`src/hw/cfgmsg_params.svh`:
```
// Purpose: Constants for the configuration message target
// Assumes: 40 MHz tile clock
// Notes: Every field, token and timing figure lives here
`ifndef CFGMSG_PARAMS_SVH
`define CFGMSG_PARAMS_SVH

// ----------------------------------------
// Control tokens
// ----------------------------------------
`define CFGMSG_TOK_WRITE 8'hC0
`define CFGMSG_TOK_READ 8'hC1
`define CFGMSG_TOK_END 8'h01
`define CFGMSG_TOK_ACK 8'h03
`define CFGMSG_TOK_NACK 8'h04

// ----------------------------------------
// Field layout
// ----------------------------------------
`define CFGMSG_DEST_BYTES 2'd3
`define CFGMSG_REGN_BYTES 2'd2
`define CFGMSG_DATA_BYTES 2'd3
`define CFGMSG_NOREPLY 8'hFF
`define CFGMSG_PS_LOW 8'h0B
`define CFGMSG_WIDE_BYTES 3'd4
`define CFGMSG_NARROW_BYTES 3'd1

// ----------------------------------------
// Timing
// ----------------------------------------
`define CFGMSG_CLK_PS 25000
`define CFGMSG_RST_MIN_NS 5000
`define CFGMSG_INIT_MAX_NS 150000
`define CFGMSG_RST_MIN_CYC ((`CFGMSG_RST_MIN_NS * 1000 + `CFGMSG_CLK_PS - 1) / `CFGMSG_CLK_PS)
`define CFGMSG_INIT_MAX_CYC ((`CFGMSG_INIT_MAX_NS * 1000) / `CFGMSG_CLK_PS)

`endif

```
`src/hw/cfgmsg_pkg.sv`:
```
// Purpose: Types for the configuration message target
// Assumes: Nothing
// Notes: One-hot parser states
package cfgmsg_pkg;

    typedef enum logic [7:0] {
        ST_IDLE = 8'h01,
        ST_DEST = 8'h02,
        ST_REGN = 8'h04,
        ST_DATA = 8'h08,
        ST_TAIL = 8'h10,
        ST_ACCESS = 8'h20,
        ST_REPLY = 8'h40,
        ST_DRAIN = 8'h80
    } cfgmsg_state_t;

endpackage : cfgmsg_pkg

```
`src/hw/cfgmsg_fifo.sv`:
```
// Purpose: Small reply buffer between parser and channel-end
// Assumes: Synchronous active-high reset
// Notes: Flip-flop storage, honest full and empty
`timescale 1ns/100ps
`default_nettype none

module cfgmsg_fifo #(
    parameter int WIDTH = 9,
    parameter int DEPTH = 2
) (
    // Clock and reset
    input wire logic clock_in,
    input wire logic srst_in,
    // Fill side
    input wire logic wr_valid_in,
    input wire logic [WIDTH-1:0] wr_data_in,
    output logic wr_ready_out,
    // Drain side
    output logic rd_valid_out,
    output logic [WIDTH-1:0] rd_data_out,
    input wire logic rd_ready_in
);
    localparam int AW = $clog2(DEPTH);

    if (DEPTH < 2 || (1 << AW) != DEPTH) begin : g_chk
        $error("cfgmsg_fifo: DEPTH must be a power of two, at least 2");
    end

    logic [WIDTH-1:0] mem_reg [DEPTH];
    logic [WIDTH-1:0] mem_next [DEPTH];
    logic [AW-1:0] wp_reg, wp_next, rp_reg, rp_next;
    logic [AW:0] cnt_reg, cnt_next;
    logic push, pop;

    assign wr_ready_out = (cnt_reg != (AW+1)'(DEPTH));
    assign rd_valid_out = (cnt_reg != '0);
    assign rd_data_out = mem_reg[rp_reg];
    assign push = wr_valid_in && wr_ready_out;
    assign pop = rd_valid_out && rd_ready_in;

    always_comb begin
        for (int i = 0; i < DEPTH; i++) begin
            mem_next[i] = mem_reg[i];
        end
        if (push) begin
            mem_next[wp_reg] = wr_data_in;
        end
        wp_next = push ? wp_reg + 1'b1 : wp_reg;
        rp_next = pop ? rp_reg + 1'b1 : rp_reg;
        cnt_next = cnt_reg + (AW+1)'(push) - (AW+1)'(pop);
    end

    always_ff @(posedge clock_in) begin
        if (srst_in) begin
            wp_reg <= '0;
            rp_reg <= '0;
            cnt_reg <= '0;
            for (int i = 0; i < DEPTH; i++) begin
                mem_reg[i] <= '0;
            end
        end else begin
            wp_reg <= wp_next;
            rp_reg <= rp_next;
            cnt_reg <= cnt_next;
            for (int i = 0; i < DEPTH; i++) begin
                mem_reg[i] <= mem_next[i];
            end
        end
    end

endmodule : cfgmsg_fifo

`default_nettype wire

```
`src/hw/cfgmsg_target.sv`:
```
// Purpose: Configuration register target driven by token messages
// Assumes: One clock at 40 MHz; token stream with valid and ready
// Notes: Register bank sits outside, reached through a request port
//
// Functional notes
// - Write with reply field low byte all ones gets no reply.
// - Multi-byte fields travel most significant byte first.
// - Status resource id is register number shifted eight, ORed 0x0B.
// - Write reply: tokens 3,1 on success, 4,1 on failure.
// - Read reply: token 3, 32-bit value, token 1; else 4,1.
// - Peripheral read reply carries data of the access width.
// - Reset held 5 us (target does not check it; bench holds reset 75 ns); booting starts within 150 us after release.
`timescale 1ns/100ps
`default_nettype none
`include "cfgmsg_params.svh"

module cfgmsg_target
    import cfgmsg_pkg::*;
#(
    parameter int BOOT_CYCLES = `CFGMSG_INIT_MAX_CYC,
    parameter int BUF_DEPTH = 2
) (
    // Clock and reset
    input wire logic clock_in,
    input wire logic srst_in,
    // Request token stream
    input wire logic in_valid_in,
    input wire logic in_ctrl_in,
    input wire logic [7:0] in_byte_in,
    output logic in_ready_out,
    // Reply token stream
    output logic out_valid_out,
    output logic out_ctrl_out,
    output logic [7:0] out_byte_out,
    input wire logic out_ready_in,
    output logic [23:0] reply_dest_out,
    // Register bank port
    output logic reg_req_out,
    output logic reg_write_out,
    output logic [15:0] reg_num_out,
    output logic [31:0] reg_wdata_out,
    output logic [23:0] ps_resource_out,
    input wire logic reg_ack_in,
    input wire logic reg_err_in,
    input wire logic reg_narrow_in,
    input wire logic [31:0] reg_rdata_in,
    // Boot
    output logic boot_out
);
    localparam int BW = $clog2(BOOT_CYCLES + 1);

    if (BOOT_CYCLES < 1 || BOOT_CYCLES > `CFGMSG_INIT_MAX_CYC) begin : g_chk
        $error("cfgmsg_target: BOOT_CYCLES out of range");
    end

    // ----------------------------------------
    // Parser state
    // ----------------------------------------
    cfgmsg_state_t state_reg, state_next;
    logic [1:0] cnt_reg, cnt_next;
    logic [2:0] rcnt_reg, rcnt_next;
    logic [23:0] dest_reg, dest_next;
    logic [15:0] regn_reg, regn_next;
    logic [31:0] wdata_reg, wdata_next, rdata_reg, rdata_next;
    logic write_reg, write_next, fail_reg, fail_next;
    logic dest_ok_reg, dest_ok_next, narrow_reg, narrow_next;
    logic take, is_end, suppress;
    logic [2:0] n_data;
    logic buf_valid, buf_ready, item_ctrl;
    logic [7:0] item_byte;
    cfgmsg_state_t reply_or_idle;

    assign in_ready_out = state_reg inside {ST_IDLE, ST_DEST, ST_REGN, ST_DATA, ST_TAIL,
                                            ST_DRAIN};
    assign take = in_valid_in && in_ready_out;
    assign is_end = in_ctrl_in && (in_byte_in == `CFGMSG_TOK_END);
    assign suppress = !dest_ok_reg || (write_reg && dest_reg[7:0] == `CFGMSG_NOREPLY);
    assign reply_or_idle = suppress ? ST_IDLE : ST_REPLY;
    assign n_data = (write_reg || fail_reg) ? 3'd0
                  : (narrow_reg ? `CFGMSG_NARROW_BYTES : `CFGMSG_WIDE_BYTES);

    always_comb begin
        state_next = state_reg;
        cnt_next = cnt_reg;
        rcnt_next = rcnt_reg;
        dest_next = dest_reg;
        regn_next = regn_reg;
        wdata_next = wdata_reg;
        rdata_next = rdata_reg;
        write_next = write_reg;
        fail_next = fail_reg;
        dest_ok_next = dest_ok_reg;
        narrow_next = narrow_reg;
        case (state_reg)
            ST_IDLE: begin
                if (take && in_ctrl_in) begin
                    if (in_byte_in == `CFGMSG_TOK_WRITE || in_byte_in == `CFGMSG_TOK_READ) begin
                        write_next = (in_byte_in == `CFGMSG_TOK_WRITE);
                        fail_next = 1'b0;
                        dest_ok_next = 1'b0;
                        narrow_next = 1'b0;
                        cnt_next = 2'd0;
                        state_next = ST_DEST;
                    end
                end
            end
            ST_DEST: begin
                if (take && in_ctrl_in) begin
                    state_next = is_end ? ST_IDLE : ST_DRAIN;
                end else if (take) begin
                    dest_next = {dest_reg[15:0], in_byte_in};
                    cnt_next = cnt_reg + 2'd1;
                    if (cnt_reg == `CFGMSG_DEST_BYTES - 2'd1) begin
                        dest_ok_next = 1'b1;
                        cnt_next = 2'd0;
                        state_next = ST_REGN;
                    end
                end
            end
            ST_REGN, ST_DATA: begin
                if (take && in_ctrl_in) begin
                    fail_next = 1'b1;
                    state_next = is_end ? reply_or_idle : ST_DRAIN;
                end else if (take) begin
                    cnt_next = cnt_reg + 2'd1;
                    if (state_reg == ST_REGN) begin
                        regn_next = {regn_reg[7:0], in_byte_in};
                        if (cnt_reg == `CFGMSG_REGN_BYTES - 2'd1) begin
                            cnt_next = 2'd0;
                            state_next = write_reg ? ST_DATA : ST_TAIL;
                        end
                    end else begin
                        wdata_next = {wdata_reg[23:0], in_byte_in};
                        if (cnt_reg == `CFGMSG_DATA_BYTES) begin
                            cnt_next = 2'd0;
                            state_next = ST_TAIL;
                        end
                    end
                end
            end
            ST_TAIL: begin
                if (take && is_end) begin
                    state_next = ST_ACCESS;
                end else if (take) begin
                    fail_next = 1'b1;
                    state_next = ST_DRAIN;
                end
            end
            ST_DRAIN: begin
                if (take && is_end) begin
                    state_next = reply_or_idle;
                end
            end
            ST_ACCESS: begin
                if (reg_ack_in) begin
                    fail_next = reg_err_in;
                    rdata_next = reg_rdata_in;
                    narrow_next = reg_narrow_in;
                    state_next = (write_reg && dest_reg[7:0] == `CFGMSG_NOREPLY)
                               ? ST_IDLE : ST_REPLY;
                end
            end
            ST_REPLY: begin
                if (buf_ready) begin
                    rcnt_next = rcnt_reg + 3'd1;
                    if (rcnt_reg == n_data + 3'd1) begin
                        rcnt_next = 3'd0;
                        state_next = ST_IDLE;
                    end
                end
            end
            default: begin
                state_next = ST_IDLE;
            end
        endcase
    end

    always_ff @(posedge clock_in) begin
        if (srst_in) begin
            state_reg <= ST_IDLE;
            cnt_reg <= 2'd0;
            rcnt_reg <= 3'd0;
            dest_reg <= 24'h00_0000;
            regn_reg <= 16'h0000;
            wdata_reg <= 32'h0000_0000;
            rdata_reg <= 32'h0000_0000;
            write_reg <= 1'b0;
            fail_reg <= 1'b0;
            dest_ok_reg <= 1'b0;
            narrow_reg <= 1'b0;
        end else begin
            state_reg <= state_next;
            cnt_reg <= cnt_next;
            rcnt_reg <= rcnt_next;
            dest_reg <= dest_next;
            regn_reg <= regn_next;
            wdata_reg <= wdata_next;
            rdata_reg <= rdata_next;
            write_reg <= write_next;
            fail_reg <= fail_next;
            dest_ok_reg <= dest_ok_next;
            narrow_reg <= narrow_next;
        end
    end

    // ----------------------------------------
    // Register port
    // ----------------------------------------
    assign reg_req_out = (state_reg == ST_ACCESS);
    assign reg_write_out = write_reg;
    assign reg_num_out = regn_reg;
    assign reg_wdata_out = wdata_reg;
    assign ps_resource_out = {regn_reg, `CFGMSG_PS_LOW};
    assign reply_dest_out = dest_reg;

    // ----------------------------------------
    // Reply items
    // ----------------------------------------
    always_comb begin
        item_ctrl = 1'b1;
        item_byte = `CFGMSG_TOK_END;
        if (rcnt_reg == 3'd0) begin
            item_byte = fail_reg ? `CFGMSG_TOK_NACK : `CFGMSG_TOK_ACK;
        end else if (rcnt_reg <= n_data) begin
            item_ctrl = 1'b0;
            if (narrow_reg) begin
                item_byte = rdata_reg[7:0];
            end else begin
                item_byte = rdata_reg[8*(4-rcnt_reg) +: 8];
            end
        end
    end

    assign buf_valid = (state_reg == ST_REPLY);

    cfgmsg_fifo #(.WIDTH(9), .DEPTH(BUF_DEPTH)) u_buf (
        .clock_in(clock_in),
        .srst_in(srst_in),
        .wr_valid_in(buf_valid),
        .wr_data_in({item_ctrl, item_byte}),
        .wr_ready_out(buf_ready),
        .rd_valid_out(out_valid_out),
        .rd_data_out({out_ctrl_out, out_byte_out}),
        .rd_ready_in(out_ready_in)
    );

    // ----------------------------------------
    // Boot delay
    // ----------------------------------------
    logic [BW-1:0] boot_cnt_reg, boot_cnt_next;
    logic boot_reg, boot_next;

    always_comb begin
        boot_cnt_next = boot_cnt_reg;
        boot_next = boot_reg;
        if (boot_cnt_reg == BW'(BOOT_CYCLES - 1)) begin
            boot_next = 1'b1;
        end else begin
            boot_cnt_next = boot_cnt_reg + 1'b1;
        end
    end

    always_ff @(posedge clock_in) begin
        if (srst_in) begin
            boot_cnt_reg <= '0;
            boot_reg <= 1'b0;
        end else begin
            boot_cnt_reg <= boot_cnt_next;
            boot_reg <= boot_next;
        end
    end

    assign boot_out = boot_reg;

    logic [BW:0] since_rel_reg;
    always_ff @(posedge clock_in) begin
        if (srst_in) begin
            since_rel_reg <= '0;
        end else if (since_rel_reg != '1) begin
            since_rel_reg <= since_rel_reg + 1'b1;
        end
    end
endmodule : cfgmsg_target

`default_nettype wire

```
`config.mk`:
```
export PLATFORM = sky130hd
export DESIGN_NAME = cfgmsg_target
export DESIGN_NICKNAME = d
export VERILOG_FILES = /design/src/hw/cfgmsg_pkg.sv /design/src/hw/cfgmsg_fifo.sv /design/src/hw/cfgmsg_target.sv
export VERILOG_INCLUDE_DIRS = /design/src /design/src/hw
export SDC_FILE = /design/constraint.sdc
export NUM_CORES = 1
export LEC_CHECK = 0
export BUFFER_PORTS_ARGS = -buffer_cell sky130_fd_sc_hd__buf_2
export CORE_ASPECT_RATIO = 1.2
export CORE_MARGIN = 5
export CORE_UTILIZATION = 54
export CTS_CLUSTER_SIZE = 10
export DETAILED_ROUTE_END_ITERATION = 6
export HOLD_SLACK_MARGIN = 0.05
export PLACE_DENSITY = 0.8
export SLEW_MARGIN = 20
export SYNTH_ARGS = -nofsm -noshare
export SYNTH_HDL_FRONTEND = slang
export SYNTH_SLANG_ARGS = --single-unit
```
`constraint.sdc`:
```
create_clock -name clock_in -period 3 [get_ports clock_in]
set_input_delay 0.45 -clock clock_in [delete_from_list [all_inputs] [get_ports clock_in]]
set_output_delay 0.45 -clock clock_in [all_outputs]
set_load 0.03 [all_outputs]
```
# After elaboration in Yosys (flattened, before gate mapping)
# Memories as Yosys holds them, arrays and structs flattened. A register that Yosys moved wholly into a read port is not among the register bits.
# Cells that the tools add are included.
[classes]
add_sub_neg = 9
n_mul = 0
n_div = 0
magnitude_cmp = 3
eq_ne = 38
n_shift = 1
n_mux = 66
n_bitwise = 5
n_reduce_logical = 31
[op_table]
columns = ["operator", "count"]
rows = [
  ["two-way mux 8 bit", 21],
  ["case mux 8 bit (7 select lines)", 1],
  ["indexed part select 32 x 33 -> 8 bit", 1],
  ["equality test 8 bit (second input constant)", 4],
  ["two-way mux 9 bit", 3],
  ["two-way mux 2 bit", 10],
  ["inequality test 2 bit (second input constant)", 10],
  ["bitwise mux 18 bit", 1],
  ["two-way mux 18 bit", 1],
  ["two-way mux 1 bit", 17],
  ["equality test 8 x 1 -> 1 bit (second input constant)", 2],
  ["two-way mux 7 bit", 2],
  ["AND reduction 7 bit", 2],
  ["adder 13 x 1 -> 13 bit (second input constant)", 1],
  ["equality test 13 bit (second input constant)", 1],
  ["two-way mux 3 bit", 4],
  ["AND reduction 12 bit", 1],
  ["AND reduction 4 bit", 3],
  ["inequality test 2 x 1 -> 1 bit (second input constant)", 5],
  ["demux 9 bit (select 1 bit)", 1],
  ["equality test 8 x 2 -> 1 bit (second input constant)", 1],
  ["equality test 8 x 3 -> 1 bit (second input constant)", 1],
  ["equality test 8 x 4 -> 1 bit (second input constant)", 1],
  ["equality test 8 x 5 -> 1 bit (second input constant)", 1],
  ["37 further kinds", 58],
]
[totals]
ff_bits = 139
latchBits = 0
ramBits = 18
romBits = 0
inputBits = 48
output_inout_bits = 110
word_cells = 170
n_memories = 1
[memory_table]
columns = ["name", "words", "width", "rd", "rd_ports_with_merged_regs", "write_ports", "line", "text"]
rows = [
  ["u_buf.mem_reg", 2, 9, 3, 1, 2, "cfgmsg_fifo.sv:29", "logic [WIDTH-1:0] mem_reg [DEPTH];"],
]

# Logic depth before layout (Yosys ltp)
# Gate-level depths: netlist (run 1).
[logic_depth]
word_depth = 8
depth_mapped = 11

# Hierarchy
# Synthesis (run 1) repeated with hierarchy kept, for this count alone.
[hier_totals]
hier_cells = 912
area_unflattened_um2 = 7295.7
[by_module_without_submodules]
columns = ["module", "instances", "cells_per_inst", "area_each_um2", "seq_area_each_um2"]
rows = [
  ["cfgmsg_target", 1, 789, 6164.7, 2702.6],
  ["cfgmsg_fifo", 1, 123, 1131.1, 460.4],
]

# Worst setup path before layout (run 1)
# OpenSTA, ideal clock, no wires.
[synth_timing]
path_kind = "register to register"
startpoint = "register rcnt_reg[0]"
endpoint = "memory u_buf.mem_reg[1][6]"
arrival_ns = 2.434
required_time_ns = 2.930
path_slack_ns = 0.496
stages_incl_launch_ff = 12
path_buffers = 3
cell_sequence = "dfxtp_1 clkbuf_1 inv_1 ha_1 clkbuf_1 clkbuf_1 mux2i_1 a22oi_1 a21oi_1 nor3_1 nand2_1 a21oi_1"
[synth_lines]
columns = ["item", "line", "text"]
rows = [
  ["from (decl)", "cfgmsg_target.sv:61", "logic [2:0] rcnt_reg, rcnt_next;"],
  ["from (signal assigned)", "cfgmsg_target.sv:194", "rcnt_reg <= rcnt_next;"],
  ["to (decl)", "cfgmsg_fifo.sv:29", ""],
]

# Worst setup path in the final report (run 1)
[layout_timing]
startpoint = "register state_reg[6]"
endpoint = "output in_ready_out"
[layout_between]
elab_chain_len = 2
elab_cells_between_ends = 7
classes_between = "6 x eq/ne; 1 x reduce/logical"
[layout_rtl]
columns = ["item", "line", "text"]
rows = [
  ["from (decl)", "cfgmsg_target.sv:59", "cfgmsg_state_t state_reg, state_next;"],
  ["from (signal assigned)", "cfgmsg_target.sv:192", "state_reg <= state_next;"],
  ["equality test 8 x 1 -> 1 bit, or another cell as far along", "cfgmsg_target.sv:73", "assign in_ready_out = state_reg inside {ST_IDLE, ST_DEST, ST_REGN, ST_DATA, ST_TAIL,"],
  ["nonzero test 6 bit (*)", "cfgmsg_target.sv:73", ""],
  ["to (decl)", "cfgmsg_target.sv:30", "output logic in_ready_out,"],
]
# Mark *: on every way between the ends. The rest lies on a longest branch, timed or not.

==> impl_metrics.tcl, run 1 <==
set metrics [dict create \
    filler_cell_count 1115 \
    power_density_nw_per_um2 539 \
    grt_remaining_overflow 0 \
    cts_tree "done" \
    synth_most_common_cell "nand2_1" \
    synthesis.area_sq_um 7050 \
    numCtsBuffers 17 \
    clock_latency_ns 0.42 \
    cts_sinks 158 \
    synth_top_area_frac 0.449 \
    synth_area_leader_cell "dfxtp_1" \
    fmaxAchievable_mhz 382 \
    ys_seq_area_frac 0.449 \
    post_cts_resized 0 \
    areaGrowthSynthToFinish_pct 18.1 \
    worst_clock_skew_ns 0.00741 \
    gp_congestion 0.919 \
    synth_area_leaders "dfxtp_1, nand2_1, a21oi_1" \
    critPathLaunchType "flip-flop" \
    crit_required_ns 2.55 \
    grt_pass1_vias 5975 \
    clk_pin_slew_ns 0.07 \
    critPathBufInv 1 \
    wl_per_cell_um 14.2 \
    num_antenna_cells 0 \
    grt_pass1_wl_mm 28.0 \
    avgSynthCellArea_sq_um 7.82 \
    drtPass1Iterations 5 \
    dpl.hpwl_mm 11.9 \
    critPathMaxStageDelay_ns 0.52 \
    post_dp_cell_area_sq_um 7720 \
    hold_viol 0 \
    synth_cells 902 \
    worst-setup-path-type "flip-flop to primary output" \
    initial_utilization 0.554 \
    fin_crit_ns 2.62 \
    drive_gt1_frac 0.215 \
    rsz0062_at_grt "false" \
    drt_wl_total_mm 16.8 \
    drcViolationCount 0 \
    outcome "finished clean" \
    vias_per_cell 5.40 \
    io_buffers 149 \
    setup_viol 0 \
    grt_max_degree 67 \
    vias 6397 \
    tns_ns 0 \
    die_h_um 135 \
    post-place-ws_ns 0.515 \
    cts_hold_buffers 0 \
    row_count 45 \
    synth_seq_cells 158 \
    instances_no_fill 1185 \
    regArea_sq_um 3160 \
    core_sq_um 12700 \
    drt-initial-drc-count 416 \
    power.total_mw 4.49 \
    synth.distinct_cells 63 \
    post_cts_buffers 0 \
    multiInputGateArea_sq_um 3460 \
    cp.arrival_ns 2.17 \
    tightest_slew_ns 0.760 \
    final_nets 1069 \
    whs_ns 0.262 \
    fin_area_sq_um 8330 \
    cts_root_buf "clkbuf_16" \
    synth_flop_cell "dfxtp_1" \
    final_util 0.654 \
    h-tree-depth 4 \
    io_pins 158 \
    finalWorstSetupSlack_ns 0.383 \
    die_area_sq_um 15500 \
    antenna_found_initial 2 \
    synthTopCellsByCount "nand2_1, dfxtp_1, a21oi_1" \
    synth_warnings 0 \
    min_path_type "input pin to flip-flop" \
    synthArstFlopShare 0 \
    total_leakage_power_nw 3.26 \
    cp_slowest_cell "nor4_4" \
    worstPathCellList "nor4_4 -> nand3_2 -> nand4_2 -> buf_2" \
    timing.final.crit_share 0.872 \
    die_w_um 114 \
    end_kind "primary output" \
    final_antenna_net_count 0 \
    slew_violations 0 \
    clk_path_buf_depth 2 \
    critPathTopFamily "simple AND/OR/NAND/NOR gates" \
    place_inst 1153 \
    synth_edf_count 0 \
    ir_worst_vdd_mv 0.289 \
    grt_use_total 0.219 \
    cap_violations 0 \
    slew_headroom 0.492 \
    critPathMaxFanout 11 \
]
## cells by family (layout without fill, tap and decap cells)
logic type               after synthesis  in the layout  synth area share
AO/OA/AOI/OAI                        184            184             0.147
XOR/XNOR                              18             18            0.0224
adder cells (fa/ha/maj)               13             13            0.0231
buffers and inverters                 93            206            0.0642
flip-flops                           158            158             0.449
multiplexers                          20             20            0.0302
other                                  2              8           0.00107
AND/OR/NAND/NOR                      414            414             0.264
## worst min-delay path: stages
cell,delay (ns)
buf_2,0.09
nand2_1,0.04
a21oi_1,0.05
## layout by cell type (no fill, tap or decap), types with 13 or more instances in the layout
cell and n:
nor3_1 20, nand3_1 13, a21oi_1 140, clkbuf_16 17
dfxtp_1 158, nand2_1 254, nor2_1 66, buf_2 148
inv_1 14, ha_1 13
## final timing paths
path | startpoint | end | slack (ns) | depth (start not counted)
hold / removal | reg_rdata_in[5] | rdata_reg[5] | 0.26 | 3
setup / recovery | state_reg[6] | in_ready_out | 0.38 | 4
setup reg to reg | state_reg[6] | state_reg[0] | 0.46 | 6
hold reg to reg | reg_wdata_out[30] | reg_wdata_out[30] | 0.45 | 2
## layer usage
metal	wire (um)	GRT usage	vias up
met5	21	0	-
met4	428	0.0924	4
met3	1040	0.0438	37
met2	8220	0.373	191
met1	7110	0.267	2959
li1	-	-	3206
## report_power, final
group	leakage [nW]	total (mW)	switching [mW]	internal (mW)
logic	1.70	0.167	0.106	0.0613
registers	1.27	2.12	0.0144	2.11
clock network	0.292	2.20	0.940	1.26
## layout make-up
class,instances,area share
Inverter,15,0.00676
Tap cell,164,0.0246
Sequential cell,158,0.380
Clock buffer,17,0.0511
Clock inverter,15,0.0213
Multi-Input combinational cell,657,0.416
Timing Repair Buffer,159,0.100
(Power assumes the default switching activity.)
==> inputs of run 2 (changes only) <==
--- a/config.mk
+++ b/config.mk
@@ -6,6 +6,7 @@
 export SDC_FILE = /design/constraint.sdc
 export NUM_CORES = 1
 export LEC_CHECK = 0
+export ABC_AREA = 1
 export BUFFER_PORTS_ARGS = -buffer_cell sky130_fd_sc_hd__buf_2
 export CORE_ASPECT_RATIO = 1.2
 export CORE_MARGIN = 5
@@ -13,7 +14,7 @@
 export CTS_CLUSTER_SIZE = 10
 export DETAILED_ROUTE_END_ITERATION = 6
 export HOLD_SLACK_MARGIN = 0.05
-export PLACE_DENSITY = 0.8
+export PLACE_DENSITY = 0.79
 export SLEW_MARGIN = 20
 export SYNTH_ARGS = -nofsm -noshare
 export SYNTH_HDL_FRONTEND = slang
==> run 2 against run 1 <==
  * Sequential share of layout area fell by 0.43 points
  * Via count rose by 3.1%
  * Global-route usage rose by 0.69 points
  * Critical endpoint is now u_buf.mem_reg[1][1]
  * Largest power group is now registers
  * Highest routed layer is now met4
==> impl_metrics.tcl, run 2 <==
set metrics [dict create \
    outcome "finished clean" \
    power_frac_clock 0.372 \
    dpl.hpwl_mm 12.4 \
    drcViolationCount 0 \
    ir_worst_vdd_mv 0.392 \
    p_int_mw 3.97 \
    num_antenna_cells 0 \
    synth.distinct_cells 47 \
    synth_warnings 0 \
    ys_seq_area_frac 0.443 \
    slew_headroom 0.402 \
    areaGrowthSynthToFinish_pct 17.8 \
    endpoint "u_buf.mem_reg[1][1]" \
    synthesis.area_sq_um 7150 \
    clk_path_buf_depth 2 \
    clock_latency_ns 0.42 \
    die_h_um 136 \
    synth_area_leaders "dfxtp_1, nor2_1, o21ai_0" \
    synth_flop_cell "dfxtp_1" \
    cts_root_buf "clkbuf_16" \
    grt_pass1_wl_mm 28.7 \
    tightest_slew_ns 0.896 \
    crit_required_ns 3.35 \
    cts_sinks 158 \
    critPathMaxFanout 15 \
    setup_viol 0 \
    worst-setup-path-type "flip-flop to flip-flop" \
    synth_seq_cells 158 \
    switchingPower_mw 1.88 \
    h-tree-depth 4 \
    numCtsBuffers 17 \
    total_leakage_power_nw 3.89 \
    grt_pass1_vias 6018 \
    io_buffers 149 \
    cp-startpoint "rcnt_reg[0]" \
    grt_max_degree 59 \
    core_sq_um 13100 \
    synth_area_leader_cell "dfxtp_1" \
    post_cts_buffers 0 \
    worst_clock_skew_ns 0.00840 \
    synthArstFlopShare 0 \
    wl_per_cell_um 14.1 \
    antenna_found_initial 0 \
    vias_per_cell 5.25 \
    gp_congestion 1.02 \
    final_common_cell "nor2_1" \
    synth_most_common_cell "nor2_1" \
    r2r_start "rcnt_reg[0]" \
    r2r_cells 8 \
    initial_utilization 0.545 \
    drt-initial-drc-count 503 \
    end_kind "flip-flop" \
    switching_share 0.321 \
    drive_gt1_frac 0.204 \
    critPathMaxStageDelay_ns 0.56 \
    slew_violations 0 \
    cts_tree "done" \
    worstPathCellList "inv_1 -> ha_1 -> inv_1 -> a21oi_1 -> o221ai_1 -> o21ai_0 -> nand3_1 -> a21oi_1" \
    timing.final.crit_share 0.844 \
    vias 6595 \
    critPathBufInv 2 \
    final_nets 1136 \
    critPathLaunchType "flip-flop" \
    drtPass1Iterations 5 \
    cp.arrival_ns 2.88 \
    power_frac_comb 0.232 \
    synth_edf_count 0 \
    final_cell_mix "nor2_1, dfxtp_1, buf_2, nand2_1, o21ai_0" \
    io_pins 158 \
    grt_use_total 0.225 \
    synth_cells 958 \
    fin_crit_ns 2.53 \
    clk_pin_slew_ns 0.06 \
    synthTopCellsByCount "nor2_1, dfxtp_1, nand2_1" \
    seqPwrFrac 0.397 \
    critPathTopFamily "compound AO/OA/AOI/OAI gates" \
    grt_remaining_overflow 0 \
    power_density_nw_per_um2 695 \
    synth_top_area_frac 0.443 \
    die_area_sq_um 15600 \
    post_cts_resized 0 \
    drt_wl_total_mm 17.8 \
    cp_slowest_cell "ha_1" \
    cap_violations 0 \
    worstReg2RegEnd "u_buf.mem_reg[1][1]" \
    rsz0062_at_grt "false" \
    rrSetupSlack_ns 0.47 \
    final_antenna_net_count 0 \
    power.total_mw 5.85 \
    min_path_type "input pin to flip-flop" \
    hold_viol 0 \
    path_depth 8 \
    die_w_um 115 \
    post_dp_cell_area_sq_um 7820 \
    avgSynthCellArea_sq_um 7.46 \
    row_count 46 \
    fin_area_sq_um 8420 \
    tns_ns 0 \
    fmaxAchievable_mhz 395 \
    cts_hold_buffers 0 \
]
[run 2: power by group through the flow]
stage	Sequential, mW	Clock, mW	Combinational [mW]
2_1_floorplan	2.37	0	0.983
3_3_place_gp	2.36	0	1.30
3_5_place_dp	2.36	0	1.33
4_1_cts	2.32	2.21	1.34
5_1_grt	2.34	2.30	1.51
6_report	2.32	2.17	1.36
[run 2: cells by family (layout without fill, tap and decap cells)]
kind of cell | after synthesis | after routing | share of synthesized area
buffers and inverters | 154 | 277 | 0.100
flip-flops | 158 | 158 | 0.443
XOR/XNOR | 3 | 3 | 0.00368
AND/OR/NAND/NOR | 391 | 391 | 0.238
adder cells (fa/ha/maj) | 13 | 13 | 0.0228
other | 2 | 8 | 0.00105
AO/OA/AOI/OAI | 229 | 229 | 0.181
multiplexers | 8 | 8 | 0.0112
[run 2: routing by layer]
metal	track usage	wire length [um]	vias to the layer above
met3	0.0508	1180	47
met5	0	0	-
met1	0.277	7240	2968
met4	0.101	536	0
met2	0.375	8800	225
li1	-	-	3355
[run 2: final cells by class]
cell class / count / area (sq um)
multi-input combinational: 652 / 3290
tap: 168 / 210
timing repair buffer: 158 / 826
clock buffer: 22 / 464
fill: 1166 / 4700
sequential: 158 / 3160
inverter: 88 / 330
clock inverter: 9 / 135
[run 2: metrics by stage]
| stage | hold WS (ns) | instances | util | setup slack (ns) |
|---|---|---|---|---|
| 4_1_cts | 0.234 | 1255 | 0.642 | 0.504 |
| 6_report | 0.243 | 1255 | 0.642 | 0.469 |
| 3_3_place_gp | 0.437 | 1224 | 0.596 | 0.597 |
| 3_5_place_dp | 0.452 | 1224 | 0.596 | 0.551 |
| 2_1_floorplan | 0.426 | 964 | - | 0.887 |
| 5_1_grt | 0.243 | 1255 | 0.642 | 0.159 |
[run 2: worst min path at each step]
stage / slack (ns) / from / depth (start not counted) / endpoint
floorplan: 0.43 / u_buf.rp_reg / 1 / flip-flop
global placement: 0.44 / u_buf.rp_reg / 1 / u_buf.rp_reg
detailed placement: 0.45 / reply_dest_out[22] / 2 / reply_dest_out[22]
CTS: 0.23 / reg_rdata_in[9] / 3 / rdata_reg[9]
global route: 0.24 / reg_rdata_in[22] / 3 / rdata_reg[22]
finish: 0.24 / reg_rdata_in[9] / 3 / rdata_reg[9]
[run 2: tightest hold or removal path: stages]
cell,delay (ns)
buf_2,0.07
nor2_1,0.03
nor2_1,0.08
